--- src/design/ddrc_cfg.svh ---
`ifndef DDRC_CFG_SVH
`define DDRC_CFG_SVH

// ========================
// phase grid: sixteen steps of clk_i make one full-rate period
`define DDRC_STEP_W         4
`define DDRC_HALF_BIT       4
`define DDRC_FULL_BIT       3
`define DDRC_STEPS_LAST     4'hF
`define DDRC_SCAN_END       5'h10

// ========================
// tap offsets in steps (a tap with offset k rises k steps late)
`define DDRC_OFS_ZERO       4'h0
`define DDRC_OFS_LEAD_90    4'hC
`define DDRC_OFS_LAG_90     4'h4
`define DDRC_OFS_180        4'h8

// ========================
// timing
`define DDRC_CLK_PERIOD_NS  40
`define DDRC_LOCK_TIME_NS   2000
`define DDRC_STABLE_TIME_NS 4000
`define DDRC_LOCK_CYC       8'((`DDRC_LOCK_TIME_NS + `DDRC_CLK_PERIOD_NS - 1) / `DDRC_CLK_PERIOD_NS)
`define DDRC_STABLE_CYC     8'((`DDRC_STABLE_TIME_NS + `DDRC_CLK_PERIOD_NS - 1) / `DDRC_CLK_PERIOD_NS)
`define DDRC_SCAN_MAX_MHZ   100
`define DDRC_SCAN_DIV       4'h2
`define DDRC_CAL_SETTLE     6'h20
`define DDRC_TRACK_WIN      5'h10
`define DDRC_TRACK_HI       5'h0C
`define DDRC_TRACK_LO       5'h04

`endif

--- src/design/ddrc_pkg.sv ---
package ddrc_pkg;

    // ============================================================
    // synthesizer lock sequence
    typedef enum logic [1:0] {
        SY_RESET   = 2'h0,
        SY_LOCKING = 2'h1,
        SY_LOCKED  = 2'h3,
        SY_STABLE  = 2'h2
    } ddrc_sy_state_t;

    // ============================================================
    // resync calibration sweep
    typedef enum logic [1:0] {
        CAL_IDLE  = 2'h0,
        CAL_SWEEP = 2'h1,
        CAL_SCAN  = 2'h3,
        CAL_DONE  = 2'h2
    } ddrc_cal_state_t;

    // ============================================================
    // address/command phase select
    typedef enum logic [1:0] {
        AC_PH_0   = 2'h0,
        AC_PH_90  = 2'h1,
        AC_PH_180 = 2'h2,
        AC_PH_270 = 2'h3
    } ddrc_ac_phase_t;

endpackage

--- src/design/ddrc_clk_tap.sv ---
`timescale 1ns/100ps
`default_nettype none
`include "ddrc_cfg.svh"

module ddrc_clk_tap (
    // clock and reset
    input  wire logic                    clk_i,
    input  wire logic                    rst_n_i,
    // phase grid
    input  wire logic                    run_i,
    input  wire logic [`DDRC_STEP_W-1:0] phase_i,
    input  wire logic [`DDRC_STEP_W-1:0] offset_i,
    // generated clock
    output logic                         clk_o
);

    logic [`DDRC_STEP_W-1:0] diff;

    // ============================================================
    // high for the first half of the period after the offset
    assign diff = phase_i - offset_i;

    always_ff @(posedge clk_i or negedge rst_n_i)
    begin
        if (!rst_n_i)
            clk_o <= 1'b0;
        else
            clk_o <= run_i & ~diff[`DDRC_FULL_BIT];
    end

endmodule
`default_nettype wire

--- src/design/ddrc_clock_gen.sv ---
`timescale 1ns/100ps
`default_nettype none
`include "ddrc_cfg.svh"

module ddrc_clock_gen (
    // clock and reset
    input  wire logic                    clk_i,
    input  wire logic                    rst_n_i,
    // pin straps and status
    input  wire logic                    full_rate_i,
    input  wire logic [1:0]              ac_phase_i,
    input  wire logic                    ref_stable_i,
    input  wire logic                    synth_reset_i,
    input  wire logic                    mimic_fb_i,
    // calibration from controller logic
    input  wire logic                    cal_start_i,
    input  wire logic                    read_ok_i,
    // generated clocks
    output logic                         controller_core_clock_o,
    output logic                         memory_full_speed_clock_o,
    output logic                         write_data_clock_o,
    output logic                         address_command_clock_o,
    output logic                         chip_select_clock_o,
    output logic                         read_resynchronization_clock_o,
    output logic                         drift_measurement_clock_o,
    output logic                         scan_clock_o,
    // status
    output logic                         synth_locked_o,
    output logic                         clocks_rst_n_o,
    output logic                         relock_needed_o,
    output logic                         cal_done_o,
    output logic                         cal_fail_o,
    output logic [`DDRC_STEP_W-1:0]      resync_phase_o
);

    localparam int N_TAPS  = 6;
    localparam int T_MEM   = 0;
    localparam int T_WRITE = 1;
    localparam int T_AC    = 2;
    localparam int T_CS    = 3;
    localparam int T_RSYNC = 4;
    localparam int T_MEAS  = 5;

    ddrc_pkg::ddrc_sy_state_t sy_state_reg;
    logic [5:0]              sync1_reg;
    logic [5:0]              sync2_reg;
    logic                    full_s;
    logic [1:0]              ac_phase_s;
    logic                    ref_stable_s;
    logic                    synth_reset_s;
    logic                    mimic_s;
    logic [7:0]              lock_cnt_reg;
    logic                    relock_reg;
    logic                    run;
    logic [`DDRC_HALF_BIT:0] phase_cnt_reg;
    logic [`DDRC_STEP_W-1:0] tap_ofs [N_TAPS];
    logic [N_TAPS-1:0]       tap_clk;
    logic [`DDRC_STEP_W-1:0] ac_ofs;
    logic [`DDRC_STEP_W-1:0] cal_phase;
    logic                    cal_sweeping;
    logic                    cal_done;
    logic [`DDRC_STEP_W-1:0] drift_reg;
    logic                    meas_prev_reg;
    logic                    meas_rise;
    logic [4:0]              win_cnt_reg;
    logic [4:0]              vote_reg;
    logic                    half_reg;
    logic                    half_prev_reg;
    logic [3:0]              scan_cnt_reg;
    logic                    scan_reg;

    // ============================================================
    // pin synchronisers
    always_ff @(posedge clk_i or negedge rst_n_i)
    begin
        if (!rst_n_i)
        begin
            sync1_reg <= 6'h00;
            sync2_reg <= 6'h00;
        end
        else
        begin
            sync1_reg <= {mimic_fb_i, synth_reset_i, ref_stable_i, ac_phase_i, full_rate_i};
            sync2_reg <= sync1_reg;
        end
    end

    assign full_s        = sync2_reg[0];
    assign ac_phase_s    = sync2_reg[2:1];
    assign ref_stable_s  = sync2_reg[3];
    assign synth_reset_s = sync2_reg[4];
    assign mimic_s       = sync2_reg[5];

    // ============================================================
    // lock sequence; manual reset restarts it from scratch
    always_ff @(posedge clk_i or negedge rst_n_i)
    begin
        if (!rst_n_i)
        begin
            sy_state_reg <= ddrc_pkg::SY_RESET;
            lock_cnt_reg <= 8'h00;
        end
        else if (synth_reset_s)
        begin
            sy_state_reg <= ddrc_pkg::SY_RESET;
            lock_cnt_reg <= 8'h00;
        end
        else
        begin
            unique case (sy_state_reg)
                ddrc_pkg::SY_RESET:
                    if (ref_stable_s)
                        sy_state_reg <= ddrc_pkg::SY_LOCKING;
                ddrc_pkg::SY_LOCKING:
                    if (lock_cnt_reg == `DDRC_LOCK_CYC - 8'h01)
                    begin
                        sy_state_reg <= ddrc_pkg::SY_LOCKED;
                        lock_cnt_reg <= 8'h00;
                    end
                    else
                        lock_cnt_reg <= lock_cnt_reg + 8'h01;
                ddrc_pkg::SY_LOCKED:
                    if (lock_cnt_reg == `DDRC_STABLE_CYC - 8'h01)
                        sy_state_reg <= ddrc_pkg::SY_STABLE;
                    else
                        lock_cnt_reg <= lock_cnt_reg + 8'h01;
                ddrc_pkg::SY_STABLE:
                    lock_cnt_reg <= 8'h00;
            endcase
        end
    end

    // an input glitch after start leaves phases untrustworthy until a
    // manual reset; a glitch in the clearing cycle still sets the flag
    always_ff @(posedge clk_i or negedge rst_n_i)
    begin
        if (!rst_n_i)
            relock_reg <= 1'b0;
        else if (!ref_stable_s && sy_state_reg != ddrc_pkg::SY_RESET)
            relock_reg <= 1'b1;
        else if (synth_reset_s)
            relock_reg <= 1'b0;
    end

    assign run = (sy_state_reg != ddrc_pkg::SY_RESET);

    always_ff @(posedge clk_i or negedge rst_n_i)
    begin
        if (!rst_n_i)
        begin
            synth_locked_o  <= 1'b0;
            clocks_rst_n_o  <= 1'b0;
            relock_needed_o <= 1'b0;
        end
        else
        begin
            synth_locked_o  <= (sy_state_reg == ddrc_pkg::SY_LOCKED) |
                               (sy_state_reg == ddrc_pkg::SY_STABLE);
            clocks_rst_n_o  <= (sy_state_reg == ddrc_pkg::SY_STABLE) & ~relock_reg;
            relock_needed_o <= relock_reg;
        end
    end

    // ============================================================
    // phase grid, shared by both design rates
    always_ff @(posedge clk_i or negedge rst_n_i)
    begin
        if (!rst_n_i)
            phase_cnt_reg <= '0;
        else if (!run)
            phase_cnt_reg <= '0;
        else
            phase_cnt_reg <= phase_cnt_reg + 1'b1;
    end

    // ============================================================
    // address/command source select
    always_comb
    begin
        unique case (ddrc_pkg::ddrc_ac_phase_t'(ac_phase_s))
            ddrc_pkg::AC_PH_0:   ac_ofs = `DDRC_OFS_ZERO;
            ddrc_pkg::AC_PH_180: ac_ofs = `DDRC_OFS_180;
            ddrc_pkg::AC_PH_270: ac_ofs = `DDRC_OFS_LEAD_90;
            ddrc_pkg::AC_PH_90:  ac_ofs = `DDRC_OFS_LAG_90;
        endcase
    end

    assign tap_ofs[T_MEM]   = `DDRC_OFS_ZERO;
    assign tap_ofs[T_WRITE] = `DDRC_OFS_LEAD_90;
    assign tap_ofs[T_AC]    = ac_ofs;
    assign tap_ofs[T_CS]    = ac_ofs;
    assign tap_ofs[T_RSYNC] = cal_sweeping ? cal_phase : cal_phase + drift_reg;
    assign tap_ofs[T_MEAS]  = cal_phase + drift_reg;

    // ============================================================
    // every full-rate clock but the core clock comes out of the same tap structure, so the
    // measurement and resync clocks see identical paths
    genvar gi;
    generate
        for (gi = 0; gi < N_TAPS; gi++)
        begin : g_tap
            ddrc_clk_tap u_tap (
                .clk_i    (clk_i),
                .rst_n_i  (rst_n_i),
                .run_i    (run),
                .phase_i  (phase_cnt_reg[`DDRC_STEP_W-1:0]),
                .offset_i (tap_ofs[gi]),
                .clk_o    (tap_clk[gi])
            );
        end
    endgenerate

    assign memory_full_speed_clock_o      = tap_clk[T_MEM];
    assign write_data_clock_o             = tap_clk[T_WRITE];
    assign address_command_clock_o        = tap_clk[T_AC];
    assign chip_select_clock_o            = tap_clk[T_CS];
    assign read_resynchronization_clock_o = tap_clk[T_RSYNC];
    assign drift_measurement_clock_o      = tap_clk[T_MEAS];

    // ============================================================
    // core clock: half rate at zero phase, or the memory clock itself
    always_ff @(posedge clk_i or negedge rst_n_i)
    begin
        if (!rst_n_i)
        begin
            half_reg                <= 1'b0;
            controller_core_clock_o <= 1'b0;
        end
        else
        begin
            half_reg <= run & ~phase_cnt_reg[`DDRC_HALF_BIT];
            controller_core_clock_o <= run & (full_s ? ~phase_cnt_reg[`DDRC_FULL_BIT]
                                                     : ~phase_cnt_reg[`DDRC_HALF_BIT]);
        end
    end

    // scan clock divides the half-rate clock; it sits far under the
    // DDRC_SCAN_MAX_MHZ ceiling at any grid rate
    always_ff @(posedge clk_i or negedge rst_n_i)
    begin
        if (!rst_n_i)
        begin
            half_prev_reg <= 1'b0;
            scan_cnt_reg  <= 4'h0;
            scan_reg      <= 1'b0;
        end
        else
        begin
            half_prev_reg <= half_reg;
            if (!run)
            begin
                scan_cnt_reg <= 4'h0;
                scan_reg     <= 1'b0;
            end
            else if (half_reg & ~half_prev_reg)
            begin
                if (scan_cnt_reg == `DDRC_SCAN_DIV - 4'h1)
                begin
                    scan_cnt_reg <= 4'h0;
                    scan_reg     <= ~scan_reg;
                end
                else
                    scan_cnt_reg <= scan_cnt_reg + 4'h1;
            end
        end
    end

    assign scan_clock_o = scan_reg;

    // ============================================================
    // resync calibration
    ddrc_resync_cal u_cal (
        .clk_i      (clk_i),
        .rst_n_i    (rst_n_i),
        .run_i      (clocks_rst_n_o),
        .start_i    (cal_start_i),
        .read_ok_i  (read_ok_i),
        .phase_o    (cal_phase),
        .sweeping_o (cal_sweeping),
        .done_o     (cal_done),
        .fail_o     (cal_fail_o)
    );

    assign cal_done_o     = cal_done;
    assign resync_phase_o = tap_ofs[T_RSYNC];

    // ============================================================
    // drift tracking: sample the mimic return at each measurement rise but
    // the last of each window, where the votes decide; one step per window keeps the loop slow and glitch proof
    assign meas_rise = tap_clk[T_MEAS] & ~meas_prev_reg;

    always_ff @(posedge clk_i or negedge rst_n_i)
    begin
        if (!rst_n_i)
        begin
            meas_prev_reg <= 1'b0;
            win_cnt_reg   <= 5'h00;
            vote_reg      <= 5'h00;
            drift_reg     <= `DDRC_OFS_ZERO;
        end
        else
        begin
            meas_prev_reg <= tap_clk[T_MEAS];
            if (cal_sweeping || !cal_done)
            begin
                win_cnt_reg <= 5'h00;
                vote_reg    <= 5'h00;
                drift_reg   <= `DDRC_OFS_ZERO;
            end
            else if (meas_rise)
            begin
                if (win_cnt_reg == `DDRC_TRACK_WIN - 5'h01)
                begin
                    win_cnt_reg <= 5'h00;
                    vote_reg    <= 5'h00;
                    if (vote_reg >= `DDRC_TRACK_HI)
                        drift_reg <= drift_reg - 4'h1;
                    else if (vote_reg <= `DDRC_TRACK_LO)
                        drift_reg <= drift_reg + 4'h1;
                end
                else
                begin
                    win_cnt_reg <= win_cnt_reg + 5'h01;
                    vote_reg    <= vote_reg + {4'h0, mimic_s};
                end
            end
        end
    end

endmodule
`default_nettype wire

--- src/design/ddrc_resync_cal.sv ---
`timescale 1ns/100ps
`default_nettype none
`include "ddrc_cfg.svh"

module ddrc_resync_cal (
    // clock and reset
    input  wire logic                    clk_i,
    input  wire logic                    rst_n_i,
    // control
    input  wire logic                    run_i,
    input  wire logic                    start_i,
    input  wire logic                    read_ok_i,
    // result
    output logic [`DDRC_STEP_W-1:0]      phase_o,
    output logic                         sweeping_o,
    output logic                         done_o,
    output logic                         fail_o
);

    ddrc_pkg::ddrc_cal_state_t state_reg;
    logic [15:0]             pass_reg;
    logic [5:0]              settle_reg;
    logic [4:0]              idx_reg;
    logic [4:0]              run_len_reg;
    logic [4:0]              best_len_reg;
    logic [`DDRC_STEP_W-1:0] run_start_reg;
    logic [`DDRC_STEP_W-1:0] best_start_reg;
    logic                    cur;

    assign cur        = (idx_reg < `DDRC_SCAN_END) & pass_reg[idx_reg[3:0]];
    assign sweeping_o = (state_reg == ddrc_pkg::CAL_SWEEP);

    // ============================================================
    // sweep every phase, then centre on the longest passing run
    // runs do not wrap past the last step; a window split there is
    // treated as two runs, which only costs some margin
    always_ff @(posedge clk_i or negedge rst_n_i)
    begin
        if (!rst_n_i)
        begin
            state_reg      <= ddrc_pkg::CAL_IDLE;
            pass_reg       <= 16'h0000;
            settle_reg     <= 6'h00;
            idx_reg        <= 5'h00;
            run_len_reg    <= 5'h00;
            best_len_reg   <= 5'h00;
            run_start_reg  <= `DDRC_OFS_ZERO;
            best_start_reg <= `DDRC_OFS_ZERO;
            phase_o        <= `DDRC_OFS_ZERO;
            done_o         <= 1'b0;
            fail_o         <= 1'b0;
        end
        else if (!run_i)
            state_reg <= ddrc_pkg::CAL_IDLE;
        else
        begin
            unique case (state_reg)
                ddrc_pkg::CAL_IDLE:
                    if (start_i)
                    begin
                        state_reg    <= ddrc_pkg::CAL_SWEEP;
                        idx_reg      <= 5'h00;
                        settle_reg   <= 6'h00;
                        done_o       <= 1'b0;
                        fail_o       <= 1'b0;
                        phase_o      <= `DDRC_OFS_ZERO;
                    end
                ddrc_pkg::CAL_SWEEP:
                begin
                    phase_o <= idx_reg[3:0];
                    if (settle_reg == `DDRC_CAL_SETTLE - 6'h01)
                    begin
                        settle_reg             <= 6'h00;
                        pass_reg[idx_reg[3:0]] <= read_ok_i;
                        if (idx_reg[3:0] == `DDRC_STEPS_LAST)
                        begin
                            state_reg    <= ddrc_pkg::CAL_SCAN;
                            idx_reg      <= 5'h00;
                            run_len_reg  <= 5'h00;
                            best_len_reg <= 5'h00;
                        end
                        else
                            idx_reg <= idx_reg + 5'h01;
                    end
                    else
                        settle_reg <= settle_reg + 6'h01;
                end
                ddrc_pkg::CAL_SCAN:
                begin
                    if (cur)
                    begin
                        if (run_len_reg == 5'h00)
                            run_start_reg <= idx_reg[3:0];
                        run_len_reg <= run_len_reg + 5'h01;
                    end
                    else
                    begin
                        if (run_len_reg > best_len_reg)
                        begin
                            best_len_reg   <= run_len_reg;
                            best_start_reg <= run_start_reg;
                        end
                        run_len_reg <= 5'h00;
                    end
                    if (idx_reg == `DDRC_SCAN_END)
                        state_reg <= ddrc_pkg::CAL_DONE;
                    else
                        idx_reg <= idx_reg + 5'h01;
                end
                ddrc_pkg::CAL_DONE:
                begin
                    state_reg <= ddrc_pkg::CAL_IDLE;
                    done_o    <= 1'b1;
                    fail_o    <= (best_len_reg == 5'h00);
                    phase_o   <= best_start_reg + best_len_reg[4:1];
                end
            endcase
        end
    end

endmodule
`default_nettype wire

--- config.mk ---
export PLATFORM = sky130hd
export DESIGN_NAME = ddrc_clock_gen
export DESIGN_NICKNAME = d
export VERILOG_FILES = /design/src/design/ddrc_pkg.sv /design/src/design/ddrc_clk_tap.sv /design/src/design/ddrc_clock_gen.sv /design/src/design/ddrc_resync_cal.sv
export VERILOG_INCLUDE_DIRS = /design/src /design/src/design
export SDC_FILE = /design/constraint.sdc
export NUM_CORES = 1
export LEC_CHECK = 0
export BUFFER_PORTS_ARGS = -buffer_cell sky130_fd_sc_hd__buf_2
export CAP_MARGIN = 40
export CORE_UTILIZATION = 60
export DETAILED_ROUTE_END_ITERATION = 8
export MAX_ROUTING_LAYER = met4
export PLACE_DENSITY = 0.88
export SYNTH_ARGS = -nofsm -noshare
export SYNTH_HDL_FRONTEND = slang
export SYNTH_SLANG_ARGS = --single-unit
export TNS_END_PERCENT = 50
--- constraint.sdc ---
create_clock -name clk_i -period 4.03 [get_ports clk_i]
set_clock_uncertainty 0.05 [all_clocks]
set_input_delay 0.806 -clock clk_i [delete_from_list [all_inputs] [get_ports clk_i]]
set_output_delay 0.806 -clock clk_i [all_outputs]
set_load 0.1 [all_outputs]
==> flow_summary.yaml <==
run_status:
  status: "finished, final reports clean"
synth:
  syn_nets: 652
  synth_fa_ha_area_share_pct: 9.65
  synth_edf_count: 0
  seq_area_frac_synth_pct: 46.2
  synth_area_leaders: "dfrtp_1 (46%), ha_1 (8.7%), mux2_2 (4.3%)"
  avgSynthCellArea_um2: 10.2
  synth_area_mm2: 0.00607
  ys_types: 63
  synth-xor-area-share_pct: 3.11
  synth_top_area_cell: "dfrtp_1"
  muxShareOfSynthArea_pct: 7.57
  ys.flop_type: "dfrtp_1"
  synth_top_area_share_pct: 46.2
  ys_ff_latch: 112
  synth-compound-area-share_pct: 12.5
  synth_top_family_by_area: "simple AND/OR/NAND/NOR gates"
  yosys.area_share.simple_pct: 17.3
  netlist_instances: 597
  yosysWarnings: 0
  synthArstFlopShare_pct: 100
pwr:
  p_total_mw: 3.35
  p_per_area_mw_per_mm2: 513
  peakVddDrop_mv: 0.365
  p_leak_nw: 3.00
clocking:
  hold_buffers: 0
  ctsResizeCount: 0
  clock-sinks: 112
  clk_root_buffer_cell: "clkbuf_8"
  post-cts-setup-buffers: 0
  htree_levels: 3
  insertion_delay_ns: 0.39
  numCtsBuffers: 9
  clock_path_buffers: 2
  cts_tree: "done"
  clk_pin_slew_ns: 0.11
grt:
  antenna_found_initial: 0
  gr-usage-met2_pct: 42.7
  grt_use_met3_pct: 4.75
  grt_use_met1_pct: 29.6
  grt_usage_pct: 25.4
  grt_pass1_vias: 4375
  overflow: 0
  grt_max_degree: 42
  grt_first_pass_wirelength_um: 20000
  gr-max-usage-layer: "met2"
finish:
  nets: 674
  final_cell_mix: "dfrtp_1 (112), nand2_1 (60), o21ai_0 (43)"
  largest_reg_flops: 16
  final_util_pct: 66.8
  diodes: 0
  drive_above_1_share_pct: 13.3
  syn_to_final_growth_pct: 7.57
  final_common_cell: "dfrtp_1"
  nFillCells: 739
timing:
  worst_pin_slew_ns: 0.789
  timing.final.crit_share_pct: 83.6
  setup_tns_ns: 0
  setup_viol: 0
  drv_slew: 0
  final-hold-violation-count: 0
  fin_ws_ns: 0.659
  clock.fmax_ghz: 0.297
  rsz0062_at_grt: "false"
  relSlewSlack_pct: 46.0
  finalCriticalPeriod_ns: 3.37
placement:
  gp_congestion: 0.865
  pre_cts_slack_ns: 1.13
  hpwl_um: 8830
  io_buffers: 26
floorplanning:
  initial_core_util_pct: 62.1
  rows: 36
  die_w_um: 103
  die_area_mm2: 0.0105
  fp.coreArea_mm2: 0.00977
  fp.dieH_um: 103
  io_pins: 27
routing:
  drt_iter0_drc: 192
  wire_per_inst_um: 16.2
  viasPerCell: 5.97
  dr.pass1.iters: 4
  drc: 0
  ant_nets: 0
  routed_wl_um: 12300
  dr_total_vias: 4522
critical_path:
  path_class: "flip-flop to output pin"
  end_kind: "output pin"
  arrival_ns: 2.52
  cp_slowest_stage_delay_ns: 0.46
  cp_num_buf_inv: 1
  cp_cell_sequence: "ha_1 > a21o_1 > a21oi_1 > xor2_1 > nor2_1 > xnor2_1 > buf_2"
  crit_slowest_cell: "buf_2"
  startpoint_type: "flip-flop"
  cp.required_ns: 3.17
  path_max_fanout: 3
  cp_top_family: "XOR/XNOR gates"
flow_run:
  cap_violations: 0
worst_hold_path:
  worst_hold_path_type: "input port to asynchronous set/reset pin"
## synthesized netlist by cell type, types with 3 or more instances
cell type,instances
nand3_1,20
inv_1,36
a22oi_1,3
a21o_1,9
nand4_1,6
o22ai_1,4
mux2i_1,8
o21ai_0,43
a21oi_1,23
nor2_1,42
nor3_1,16
xor2_1,7
o211ai_1,5
xnor2_1,12
a211oi_1,5
nand2_1,60
nor2b_1,16
and3_1,10
mux2_2,23
o31ai_1,6
dfrtp_1,112
a22o_1,3
mux2_4,4
a32o_1,3
nand2b_1,15
buf_1,3
ha_1,42
clkbuf_1,13
fa_1,3
## report_power, final
group	switching, mW	internal, mW	total (mW)
Combinational	0.971	0.347	1.32
Sequential	0.115	1.25	1.36
Clock	0.425	0.245	0.670
## metrics by stage
step,hold slack (ns),instances,instance area [um2]
final,0.304,757,6530
after detailed placement,0.286,741,6340
after floorplan,0.281,597,6070
after CTS,0.301,757,6530
after global placement,0.281,739,6310
after global routing,0.315,757,6530
## logic make-up (layout without fill, tap and decap cells)
| family | after synthesis | count (layout) |
|---|---|---|
| AND/OR/NAND/NOR | 206 | 206 |
| adder cells (fa/ha/maj) | 45 | 45 |
| flip-flops | 112 | 112 |
| XOR/XNOR | 20 | 20 |
| multiplexers | 38 | 38 |
| AO/OA/AOI/OAI | 120 | 120 |
| buffers and inverters | 56 | 83 |
## metal layers
| metal | part of all wire, % | routed length [um] |
|---|---|---|
| met5 | 0 | 0 |
| met4 | 2.3 | 287 |
| met3 | 3.4 | 417 |
| met2 | 51 | 6290 |
| met1 | 43 | 5290 |
## area by class of cell
| cell class | instances | area (um2) | share of cell area, % |
|---|---|---|---|
| clock buffer | 9 | 124 | 1.90 |
| clock inverter | 7 | 67.6 | 1.03 |
| tap | 133 | 166 | 2.55 |
| multi-input combinational | 429 | 3040 | 46.6 |
| inverter | 37 | 139 | 2.13 |
| sequential | 112 | 2800 | 42.9 |
| timing repair buffer | 30 | 188 | 2.87 |
## final timing paths
check / start / end / slack [ns] / cells after the start
max: u_cal.phase_o[1]$_DFFE_PN0P_ / resync_phase_o[3] / 0.66 / 7
min: rst_n_i / u_cal.run_len_reg[2]$_DFFE_PN0P_ / 0.30 / 1
max reg2reg: u_cal.phase_o[0]$_DFFE_PN0P_ / g_tap[4].u_tap.clk_o$_DFF_PN0_ / 1.26 / 12
min reg2reg: sync1_reg[2]$_DFF_PN0_ / sync2_reg[2]$_DFF_PN0_ / 0.31 / 0
max in group asynchronous: rst_n_i / lock_cnt_reg[3]$_DFFE_PN0P_ / 2.79 / 3
min in group clk_i: sync1_reg[2]$_DFF_PN0_ / sync2_reg[2]$_DFF_PN0_ / 0.31 / 0
## worst reg2reg max path: cells and delay by family (launching register included)
kind            cells  cell delay (ns)
buf+inv             1             0.08
fa+ha+maj           3             1.00
xor+xnor            2             0.41
flops               1             0.42
compound gates      3             0.34
simple gates        3             0.36
Power figures use the tool's default switching activity.
